**config.mk**
```make
export PLATFORM = sky130hd
export DESIGN_NAME = beacon_mode_sequencer
export DESIGN_NICKNAME = d
export VERILOG_FILES = /design/src/beacon_pkg.sv /design/src/beacon_mode_sequencer.sv /design/src/ms_tick.sv /design/src/slot_arbiter.sv
export SDC_FILE = /design/constraint.sdc
export NUM_CORES = 2
export LEC_CHECK = 0
export BUFFER_PORTS_ARGS = -buffer_cell sky130_fd_sc_hd__buf_4
export CAP_MARGIN = 20
export CORE_ASPECT_RATIO = 0.7
export CORE_MARGIN = 5
export CORE_UTILIZATION = 57
export DETAILED_ROUTE_END_ITERATION = 8
export PLACE_DENSITY = 0.74
export SETUP_SLACK_MARGIN = 0.4
export SLEW_MARGIN = 20
export SYNTH_ARGS = -nofsm -noshare
export SYNTH_HDL_FRONTEND = slang
export SYNTH_SLANG_ARGS = --single-unit
```
**constraint.sdc**
```tcl
create_clock -name mclk -period 10.55 [get_ports mclk]
set_input_delay 0.5275 -clock mclk [delete_from_list [all_inputs] [get_ports mclk]]
set_output_delay 0.5275 -clock mclk [all_outputs]
set_load 0.02 [all_outputs]
```
**src/beacon_pkg.sv**
```systemverilog
// Shared constants, enumerations and carriers for the beacon mode sequencer.
`default_nettype none
package beacon_pkg;

    // --------------------
    // Sizes and timing
    // --------------------
    localparam int unsigned NSLOT             = 10;
    localparam int unsigned SLOT_W            = 4;
    localparam int unsigned IVL_W             = 26;
    localparam int unsigned CLK_HZ            = 125_000_000;
    localparam int unsigned MS_PER_S          = 1000;
    localparam int unsigned CYCLES_PER_MS_DEF = CLK_HZ / MS_PER_S;
    localparam int unsigned SPACING_MS        = 30;
    localparam int unsigned BURST_MS          = 500;

    // --------------------
    // Register offsets
    // --------------------
    localparam logic [7:0] REG_CTRL   = 8'h00;
    localparam logic [7:0] REG_CFG_TO = 8'h04;
    localparam logic [7:0] REG_ACT_TO = 8'h08;
    localparam logic [7:0] REG_STATUS = 8'h0c;
    localparam logic [7:0] REG_CMD    = 8'h10;
    localparam logic [7:0] REG_SLOT0  = 8'h20;

    // --------------------
    // Field positions
    // --------------------
    localparam int unsigned CTRL_CFG_LSB   = 0;
    localparam int unsigned CTRL_ONOFF_LSB = 2;
    localparam int unsigned SLOT_GATE_LSB  = 0;
    localparam int unsigned SLOT_CONN_BIT  = 2;
    localparam int unsigned SLOT_IVL_LSB   = 6;
    localparam int unsigned CMD_RESET_BIT  = 0;

    // --------------------
    // Reset values and burst advert slot
    // --------------------
    localparam logic [31:0] CTRL_RST   = 32'h0000_0000;
    localparam logic [31:0] CFG_TO_RST = 32'h0000_ea60;
    localparam logic [31:0] ACT_TO_RST = 32'h0000_2710;
    localparam logic [31:0] SLOT_RST   = 32'h0000_0000;
    localparam logic [3:0]  CONN_ADV_SLOT = 4'hf;

    // --------------------
    // Enumerations and carriers
    // --------------------
    typedef enum logic [1:0]
    {
        GATE_OFF      = 2'h0,
        GATE_ALWAYS   = 2'h1,
        GATE_ACTIVE   = 2'h2,
        GATE_INACTIVE = 2'h3
    } gate_e;

    typedef enum logic [1:0]
    {
        MODE_STARTUP   = 2'h0,
        MODE_BEACON    = 2'h1,
        MODE_CONFIG    = 2'h3,
        MODE_WAREHOUSE = 2'h2
    } mode_e;

    typedef struct packed
    {
        logic              valid;
        logic [SLOT_W-1:0] slot;
        logic              connectable;
    } tx_s;

    typedef struct packed
    {
        mode_e                         mode;
        logic                          active;
        logic                          conn;
        logic                          expire_pend;
        logic                          flip_armed;
        logic                          test_en_prev;
        logic                          conn_accept;
        logic [31:0]                   tmr;
        logic [4:0]                    cadv_cnt;
        logic [31:0]                   ctrl;
        logic [31:0]                   cfg_to;
        logic [31:0]                   act_to;
        logic [NSLOT-1:0][31:0]        slot_cfg;
        logic [NSLOT-1:0][IVL_W-1:0]   slot_cnt;
        logic [31:0]                   rdata;
        tx_s                           tx;
    } seq_state_s;

endpackage
`default_nettype wire

```
**src/beacon_mode_sequencer.sv**
```systemverilog
// Beacon mode sequencer and interleaved advertisement scheduler.
//
// Overview of operation
// [RL1] Up to ten slots merge into one schedule, each at its own interval.
// [RL2] Beaconing stays in inactivity sub-mode until an activity event arrives.
// [RL3] Activity event stops inactive-gated slots and starts active-gated slots.
// [RL4] Colliding due slots are resolved by priority, lowest index goes first.
// [RL5] Each losing slot of a collision is pushed back by at least 30 ms.
// [RL6] Active-gated slots send only after activity, until the activity timeout.
// [RL7] Always-enabled slots keep sending in the activity sub-mode.
// [RL8] Inactive-gated slots send only outside the activity sub-mode.
// [RL9] Always-enabled slots keep sending in the inactivity sub-mode.
// [RL10] Connections are accepted only while a connectable advertisement is being sent.
// [RL11] Every accelerometer interrupt source is masked while connected.
// [RL12] Configuration or activity timer keeps counting during a connection.
// [RL13] A timeout expiring while connected is applied at disconnection.
// [RL14] Without expiry the mode held at connection resumes on disconnection.
// [RL15] Configuration event moves beaconing or warehouse into configuration.
// [RL16] Flip source fires only on gravity going from minus Z to plus Z.
// [RL17] Configuration entry starts its timer; expiry goes to the startup check state.
// [RL18] On/off event: beaconing to warehouse, configuration or warehouse to beaconing.
// [RL19] Activity entry starts the activity timer; expiry returns to inactivity.
// [RL20] Timeout lengths and event sources are software settings.
// [RL21] Reset event clears slot memory and returns to the startup check state.
// [RL22] Every reset event is followed by a 500 ms connectable burst.
// [RL23] Every slot has its own gating setting and starts disabled.
// [RL24] A slot gated off is never scheduled.
`timescale 1ns/1ps
`default_nettype none
module beacon_mode_sequencer
    import beacon_pkg::*;
#(
    parameter int unsigned CYCLES_PER_MS = CYCLES_PER_MS_DEF
)
(
    input  wire logic        mclk,
    input  wire logic        rstn,
    input  wire logic [7:0]  addr,
    input  wire logic [31:0] wdata,
    input  wire logic        wr,
    input  wire logic        rd,
    output logic      [31:0] rdata,
    input  wire logic        ev_button,
    input  wire logic        ev_tap,
    input  wire logic        ev_dtap,
    input  wire logic        ev_motion,
    input  wire logic        grav_z_neg,
    input  wire logic        grav_z_pos,
    input  wire logic        conn_req,
    input  wire logic        conn_end,
    input  wire logic        link_reset_req,
    input  wire logic        test_en,
    output tx_s              tx,
    output logic             conn_accept,
    output logic             accel_irq_mask,
    output mode_e            mode,
    output logic             active,
    output logic             connected
);

    // --------------------
    // Helper functions
    // --------------------
    function automatic logic gate_ok(input logic [1:0] g, input logic act);
        logic ok;
        ok = 1'b0;
        unique case (gate_e'(g))
            GATE_OFF:      ok = 1'b0;            // [RL24]
            GATE_ALWAYS:   ok = 1'b1;            // [RL7] [RL9]
            GATE_ACTIVE:   ok = act;             // [RL6]
            GATE_INACTIVE: ok = !act;            // [RL8]
        endcase
        return ok;
    endfunction

    function automatic logic [4:0] slot_sel(input logic [7:0] a);
        logic [5:0] w;
        w = a[7:2] - REG_SLOT0[7:2];
        if (a >= REG_SLOT0 && w < 6'(NSLOT))
            return {1'b1, w[3:0]};
        return 5'h00;
    endfunction

    function automatic logic [31:0] load_val(input logic [31:0] t);
        return (t == 32'h0) ? 32'h1 : t;
    endfunction

    function automatic logic [IVL_W-1:0] reload(input logic [IVL_W-1:0] ivl);
        if (ivl < IVL_W'(SPACING_MS))
            return IVL_W'(SPACING_MS - 1);
        return ivl - IVL_W'(1);
    endfunction

    function automatic seq_state_s apply_timeout(input seq_state_s x);
        seq_state_s y;
        y = x;
        unique case (x.mode)
            MODE_CONFIG: // [RL17]
            begin
                y.mode = MODE_STARTUP;
                y.tmr  = 32'(BURST_MS); // [RL22]
            end
            MODE_BEACON:
            begin
                y.active = 1'b0; // [RL19]
                y.tmr    = 32'h0;
            end
            MODE_STARTUP:
            begin
                y.mode   = MODE_BEACON; // [RL2]
                y.active = 1'b0;
                y.tmr    = 32'h0;
            end
            MODE_WAREHOUSE:
            begin
                y.tmr = 32'h0;
            end
        endcase
        return y;
    endfunction

    // --------------------
    // Submodules
    // --------------------
    logic             tick;
    logic [NSLOT-1:0] due;
    logic [NSLOT-1:0] grant;
    logic [SLOT_W-1:0] grant_idx;

    ms_tick #(
        .CYCLES_PER_MS (CYCLES_PER_MS)
    ) u_tick (
        .mclk (mclk),
        .rstn (rstn),
        .tick (tick)
    );

    slot_arbiter u_arb (
        .req       (due),
        .grant     (grant),
        .grant_idx (grant_idx)
    );

    // --------------------
    // State
    // --------------------
    seq_state_s s_q;
    seq_state_s s_d;

    logic [NSLOT-1:0] elig;
    logic [3:0]       src_vec;
    logic             flip_evt;
    logic             cfg_evt;
    logic             onoff_evt;
    logic             act_evt;
    logic             rst_evt;
    logic             tmr_run;
    logic             tmr_done;
    logic             connectable_now;
    logic [4:0]       wsel;
    logic [4:0]       rsel;

    always_comb
    begin
        for (int i = 0; i < NSLOT; i++)
        begin
            elig[i] = (s_q.mode == MODE_BEACON) && !s_q.conn                // [RL1]
                && gate_ok(s_q.slot_cfg[i][SLOT_GATE_LSB +: 2], s_q.active); // [RL3]
            due[i]  = elig[i] && (s_q.slot_cnt[i] == '0);
        end
    end

    always_comb
    begin
        s_d = s_q;
        s_d.tx          = '0;
        s_d.conn_accept = 1'b0;
        s_d.rdata       = '0;

        // --------------------
        // Event sources
        // --------------------
        flip_evt = s_q.flip_armed && grav_z_pos && !s_q.conn; // [RL16]
        if (grav_z_neg)
            s_d.flip_armed = 1'b1; // [RL16]
        else if (grav_z_pos)
            s_d.flip_armed = 1'b0;
        src_vec   = {flip_evt, ev_dtap && !s_q.conn, ev_tap && !s_q.conn, ev_button};
        cfg_evt   = src_vec[s_q.ctrl[CTRL_CFG_LSB +: 2]]; // [RL20]
        onoff_evt = src_vec[s_q.ctrl[CTRL_ONOFF_LSB +: 2]]; // [RL20]
        act_evt   = ev_motion && !s_q.conn; // [RL11]
        s_d.test_en_prev = test_en;
        rst_evt = link_reset_req || (test_en != s_q.test_en_prev) // [RL21]
            || (wr && addr == REG_CMD && wdata[CMD_RESET_BIT]);

        // --------------------
        // Mode timer, counts in milliseconds
        // --------------------
        tmr_run  = (s_q.mode == MODE_STARTUP) || (s_q.mode == MODE_CONFIG)
            || (s_q.mode == MODE_BEACON && s_q.active);
        tmr_done = tmr_run && tick && (s_q.tmr == 32'h1);
        if (tmr_run && tick && s_q.tmr != 32'h0)
            s_d.tmr = s_q.tmr - 32'h1; // [RL12]

        connectable_now = (s_q.mode == MODE_STARTUP) || (s_q.mode == MODE_CONFIG);
        for (int i = 0; i < NSLOT; i++)
        begin
            if (elig[i] && s_q.slot_cfg[i][SLOT_CONN_BIT])
                connectable_now = 1'b1;
        end

        // --------------------
        // Register writes and reads
        // --------------------
        wsel = slot_sel(addr);
        rsel = wsel;
        if (wr)
        begin
            unique case (addr)
                REG_CTRL:   s_d.ctrl   = wdata; // [RL20]
                REG_CFG_TO: s_d.cfg_to = wdata; // [RL20]
                REG_ACT_TO: s_d.act_to = wdata; // [RL20]
                default:
                begin
                    if (wsel[4])
                        s_d.slot_cfg[wsel[3:0]] = wdata; // [RL23]
                end
            endcase
        end
        if (rd)
        begin
            unique case (addr)
                REG_CTRL:   s_d.rdata = s_q.ctrl;
                REG_CFG_TO: s_d.rdata = s_q.cfg_to;
                REG_ACT_TO: s_d.rdata = s_q.act_to;
                REG_STATUS: s_d.rdata = {27'h0, s_q.expire_pend, s_q.conn,
                                         s_q.active, s_q.mode};
                default:
                begin
                    if (rsel[4])
                        s_d.rdata = s_q.slot_cfg[rsel[3:0]];
                end
            endcase
        end

        // --------------------
        // Advertisement scheduler
        // --------------------
        if (tick)
        begin
            for (int i = 0; i < NSLOT; i++)
            begin
                if (!elig[i])
                    s_d.slot_cnt[i] = '0;
                else if (grant[i])
                    s_d.slot_cnt[i] = reload(s_q.slot_cfg[i][SLOT_IVL_LSB +: IVL_W]); // [RL1]
                else if (due[i])
                    s_d.slot_cnt[i] = IVL_W'(SPACING_MS - 1); // [RL5]
                else
                    s_d.slot_cnt[i] = s_q.slot_cnt[i] - IVL_W'(1);
            end
            if (|due)
            begin
                s_d.tx.valid       = 1'b1; // [RL4]
                s_d.tx.slot        = grant_idx;
                s_d.tx.connectable = s_q.slot_cfg[grant_idx][SLOT_CONN_BIT];
            end
        end

        if (connectable_now && s_q.mode != MODE_BEACON && !s_q.conn)
        begin
            if (tick)
            begin
                if (s_q.cadv_cnt == 5'h0)
                begin
                    s_d.tx.valid       = 1'b1; // [RL22]
                    s_d.tx.slot        = CONN_ADV_SLOT;
                    s_d.tx.connectable = 1'b1;
                    s_d.cadv_cnt       = 5'(SPACING_MS - 1);
                end
                else
                begin
                    s_d.cadv_cnt = s_q.cadv_cnt - 5'h1;
                end
            end
        end
        else
        begin
            s_d.cadv_cnt = 5'h0;
        end

        // --------------------
        // Mode transitions
        // --------------------
        if (rst_evt)
        begin
            s_d.mode        = MODE_STARTUP; // [RL21]
            s_d.active      = 1'b0;
            s_d.conn        = 1'b0;
            s_d.expire_pend = 1'b0;
            s_d.tmr         = 32'(BURST_MS); // [RL22]
            s_d.cadv_cnt    = 5'h0;
            s_d.tx          = '0;
            for (int i = 0; i < NSLOT; i++)
            begin
                s_d.slot_cfg[i] = SLOT_RST; // [RL21]
                s_d.slot_cnt[i] = '0;
            end
        end
        else if (s_q.conn)
        begin
            if (tmr_done)
                s_d.expire_pend = 1'b1; // [RL13]
            if (conn_end)
            begin
                s_d.conn        = 1'b0;
                s_d.expire_pend = 1'b0;
                if (s_q.expire_pend || tmr_done)
                    s_d = apply_timeout(s_d); // [RL13]
            end // [RL14]
        end
        else if (conn_req && connectable_now)
        begin
            s_d.conn        = 1'b1; // [RL10]
            s_d.conn_accept = 1'b1;
        end
        else
        begin
            unique case (s_q.mode)
                MODE_STARTUP:
                begin
                    if (tmr_done)
                        s_d = apply_timeout(s_d);
                end
                MODE_BEACON:
                begin
                    if (onoff_evt)
                    begin
                        s_d.mode   = MODE_WAREHOUSE; // [RL18]
                        s_d.active = 1'b0;
                        s_d.tmr    = 32'h0;
                    end
                    else if (cfg_evt)
                    begin
                        s_d.mode   = MODE_CONFIG; // [RL15]
                        s_d.active = 1'b0;
                        s_d.tmr    = load_val(s_q.cfg_to); // [RL17]
                    end
                    else if (act_evt && !s_q.active)
                    begin
                        s_d.active = 1'b1; // [RL2]
                        s_d.tmr    = load_val(s_q.act_to); // [RL19]
                    end
                    else if (tmr_done)
                    begin
                        s_d = apply_timeout(s_d); // [RL19]
                    end
                end
                MODE_CONFIG:
                begin
                    if (onoff_evt)
                    begin
                        s_d.mode   = MODE_BEACON; // [RL18]
                        s_d.active = 1'b0;
                        s_d.tmr    = 32'h0;
                    end
                    else if (tmr_done)
                    begin
                        s_d = apply_timeout(s_d); // [RL17]
                    end
                end
                MODE_WAREHOUSE:
                begin
                    if (onoff_evt)
                    begin
                        s_d.mode   = MODE_BEACON; // [RL18]
                        s_d.active = 1'b0;
                    end
                    else if (cfg_evt)
                    begin
                        s_d.mode = MODE_CONFIG; // [RL15]
                        s_d.tmr  = load_val(s_q.cfg_to); // [RL17]
                    end
                end
            endcase
        end
    end

    always_ff @(posedge mclk)
    begin
        if (!rstn)
        begin
            s_q          <= '0;
            s_q.mode     <= MODE_STARTUP;
            s_q.tmr      <= 32'(BURST_MS);
            s_q.ctrl     <= CTRL_RST;
            s_q.cfg_to   <= CFG_TO_RST;
            s_q.act_to   <= ACT_TO_RST;
            s_q.slot_cfg <= '0;
        end
        else
        begin
            s_q <= s_d;
        end
    end

    // --------------------
    // Outputs
    // --------------------
    assign rdata          = s_q.rdata;
    assign tx             = s_q.tx;
    assign conn_accept    = s_q.conn_accept;
    assign accel_irq_mask = s_q.conn; // [RL11]
    assign mode           = s_q.mode;
    assign active         = s_q.active;
    assign connected      = s_q.conn;

endmodule
`default_nettype wire

```
**src/ms_tick.sv**
```systemverilog
// Millisecond tick generator from the system clock.
`timescale 1ns/1ps
`default_nettype none
module ms_tick
    import beacon_pkg::*;
#(
    parameter int unsigned CYCLES_PER_MS = CYCLES_PER_MS_DEF
)
(
    input  wire logic mclk,
    input  wire logic rstn,
    output logic      tick
);

    localparam int unsigned CW = $clog2(CYCLES_PER_MS + 1);
    localparam logic [CW-1:0] LAST = CW'(CYCLES_PER_MS - 1);

    logic [CW-1:0] cnt_q;
    logic [CW-1:0] cnt_d;

    // --------------------
    // Counter
    // --------------------
    always_comb
    begin
        cnt_d = (cnt_q == LAST) ? '0 : cnt_q + CW'(1);
    end

    always_ff @(posedge mclk)
    begin
        if (!rstn)
            cnt_q <= '0;
        else
            cnt_q <= cnt_d;
    end

    assign tick = (cnt_q == LAST);

endmodule
`default_nettype wire

```
**src/slot_arbiter.sv**
```systemverilog
// Fixed priority pick among due advertisement slots, lowest index first.
`timescale 1ns/1ps
`default_nettype none
module slot_arbiter
    import beacon_pkg::*;
(
    input  wire logic [NSLOT-1:0]  req,
    output logic      [NSLOT-1:0]  grant,
    output logic      [SLOT_W-1:0] grant_idx
);

    // --------------------
    // Priority pick
    // --------------------
    always_comb
    begin
        grant     = '0;
        grant_idx = '0;
        for (int i = NSLOT - 1; i >= 0; i--)
        begin
            if (req[i])
            begin
                grant     = '0;
                grant[i]  = 1'b1;
                grant_idx = SLOT_W'(i);
            end
        end
    end

endmodule
`default_nettype wire

```
==> metrics.txt <==
status completed; Via Count about 47000; Starting Density between 50% and 60%; Vias/cell ~6.7; initial antenna violation count 8; area delta synth->final 8.302%; critical-path maximum fanout 24; Yosys reg bits slightly below 800; Final ANT Viol Nets 0; Max Fclk 178.3 MHz; Max stage delay on crit path around 1.1 ns; setup TNS 0 ns; syn_area_per_cell approximately 7.3 µm²; Yosys Warn Count 0; Filler Cells Inserted between 6000 and 7000; RSZ-0062 raised after global routing no; most frequent cells in the layout nand2_1, dfxtp_1, a21oi_1; # rows 85; dpl hpwl between 100 and 150 mm; Setup-failing EPs final 0; CTS tree done; total die area roughly 84000 µm²; synthesized-area fraction occupied by adder cells 0.9863%; gpl congestion approximately 1.0; footprint of the multi-input gates ~27000 µm²; FF-to-FF setup slack ~4.9 ns; xor and xnor area share after synthesis 7.614%; cts repair resizes 0; Period minus WS final ~5.6 ns; Crit-path slowest cell nor2b_2; synth unique cells 86; largest family of logic cells by synthesized area simple AND/OR/NAND/NOR gates; DRC viols 0; Pre-Repair DR Iteration Count 9; Syn Nets 6203; Hold Crit Class input pin to register; H-tree depth 3; reg2reg end s_q[274]; final WL 176.1 mm; vias in the first global route between 40000 and 50000; Clock transition at path regs 0.07 ns; mapped cell area 44400 µm²; Seq. cell area ~16000 µm²; core area roughly 77000 µm²; top_reg_cell synth dfxtp_1; Post-Synth Simple-Gate Area between 20% and 30%; WHS Endpoint s_q[754]; max-slew violation count 0; gr ovfl total 0; CTS Hold Bufs 0; Total Power between 6 and 7 mW; main area contributors after synthesis dfxtp_1, nand2_1, a21oi_1, xnor2_1, nor2_1; hold path startpoint conn_end; I/O pin cnt slightly below 100; height of the die between 200 and 250 µm; Port-buffer cells 97; VDD IR max around 120 µV; Num CTS Buffers slightly below 80; buffers plus inverters on the worst setup path 2; post-synth top area share a little over a third; most common cell after layout, fill and taps aside nand2_1; crit-path leading delay family simple AND/OR/NAND/NOR gates; Worst Clk Skew just over 0.04 ns; critical path class register to register; Slew @ Worst Pin 1.264 ns; CP Capture Type register; cell accounting for the most synthesized area dfxtp_1; largest net degree at the start of global routing between 200 and 250; chip width 343.6 µm; Mapped Cells ~6100; power density cells approximately 130 nW/µm²; CP startpoint kind register; worst skew pair latency around 0.7 ns; most used cell, CP nor4_1; first-pass GRT wire length between 200 and 300 mm; worst-path cell chain inv_1 -> ha_1 -> nor2b_2 -> o2111ai_1 -> nor4_1 -> nor4_1 -> buf_4 -> and4b_1 -> and3_1 -> a221o_1 -> a221oi_1; Leakage approximately 17 nW; final hold viol count 0; final cycle utilization of the critical path 53.17%; Rel. slew slack between 10% and 20%; aggregate global-route resource usage roughly 40%; mux cell area share after synthesis 2.201%; Max Cap Violations 0; routed length per placed instance roughly 25 µm; Final nets 6003; CP required ~11 ns; Hold Path Depth 2; layout cells sized above 1 about 6.7%; R2R Path Start mode[1]; Async SR Flop Fraction 0%; Worst R2R Path Depth 11; Post-CTS Setup Bufs 0; Clock Tree Root clkbuf_16; sequential share of the synthesized area 34.99%; CTS Buffer Depth 3; Post-synth EDFFs 0; Iteration-0 DRC Markers 7849; Synth Area in Compound Gates 22.34%; CTS Sinks ~780; Critical Path AT approximately 6.2 ns
worst max path at each step:
stage / startpoint / endpoint / slack (ns) / depth (start not counted)
2_1_floorplan: s_q[282] / tx[0] / 7.19 / 13
3_3_place_gp: mode[1] / s_q[239] / 5.59 / 12
3_5_place_dp: mode[1] / s_q[239] / 5.30 / 12
4_1_cts: mode[1] / s_q[239] / 5.28 / 12
5_1_grt: mode[1] / s_q[222] / 4.87 / 12
6_report: mode[1] / s_q[274] / 4.94 / 11
cell type report:
cell class                      instances  area share, %
Multi-Input combinational cell       4807          55.89
Sequential cell                       776          32.31
Clock buffer                          108          4.801
Timing Repair Buffer                  180          2.888
Tap cell                             1044          2.716
Clock inverter                         36         0.8300
Inverter                               70         0.5464
Antenna cell                            5        0.02602
metal layers:
metal	global-route usage, %	routed length, µm	up-vias
li1	-	-	21134
met1	57.03	70400	22069
met2	52.38	66570	3450
met3	14.98	28760	610
met4	19.07	10330	10
met5	0	70	-
where the power goes:
group          leakage (nW)  switching, mW  internal, mW
combinational          9.87          0.280        0.0827
sequential             6.25        0.00655          2.93
clock                  1.34           1.29          1.71
registers in the layout, indices dropped and copies added (netlist names):
signal          count
s_q               716
mode                2
accel_irq_mask      1
tx                  6
rdata              32
conn_accept         1
u_tick.cnt_q       17
active              1
cell usage after synthesis (all sizes together) (28+ instances only):
cell type,count
or3,65
o211ai,28
nand3,123
a21boi,93
o22ai,91
clkbuf,399
buf,62
xor2,159
o21ai,377
nor4,132
nand2,1296
inv,68
o221ai,74
nor2,523
nand4,40
a21oi,615
dfxtp,776
xnor2,227
a22oi,175
nor3,209
nand2b,45
mux2i,83
ha,35
or4,72
logic make-up (layout without fill, tap and decap cells):
kind of cell             after synthesis  after routing
AO/OA/AOI/OAI                       1632           1632
XOR/XNOR                             386            386
adder cells (fa/ha/maj)               35             35
buffers and inverters                531            394
flip-flops                           776            776
multiplexers                          91             91
other                                  0              5
AND/OR/NAND/NOR                     2663           2663
through the flow:
stage / cells / setup WS, ns / cell area, µm² / util [%] / hold WS, ns
after floorplan: 6114 / 7.193 / 44400 / - / 0.4263
after global placement: 6877 / 5.589 / 45360 / 58.83 / 0.4376
after detailed placement: 6877 / 5.303 / 45360 / 58.83 / 0.4443
after CTS: 7021 / 5.285 / 48070 / 62.34 / 0.06435
after global routing: 7021 / 4.874 / 48070 / 62.35 / 0.08680
final: 7026 / 4.941 / 48090 / 62.36 / 0.08190
No activity file was read; power rests on OpenSTA's default activity.
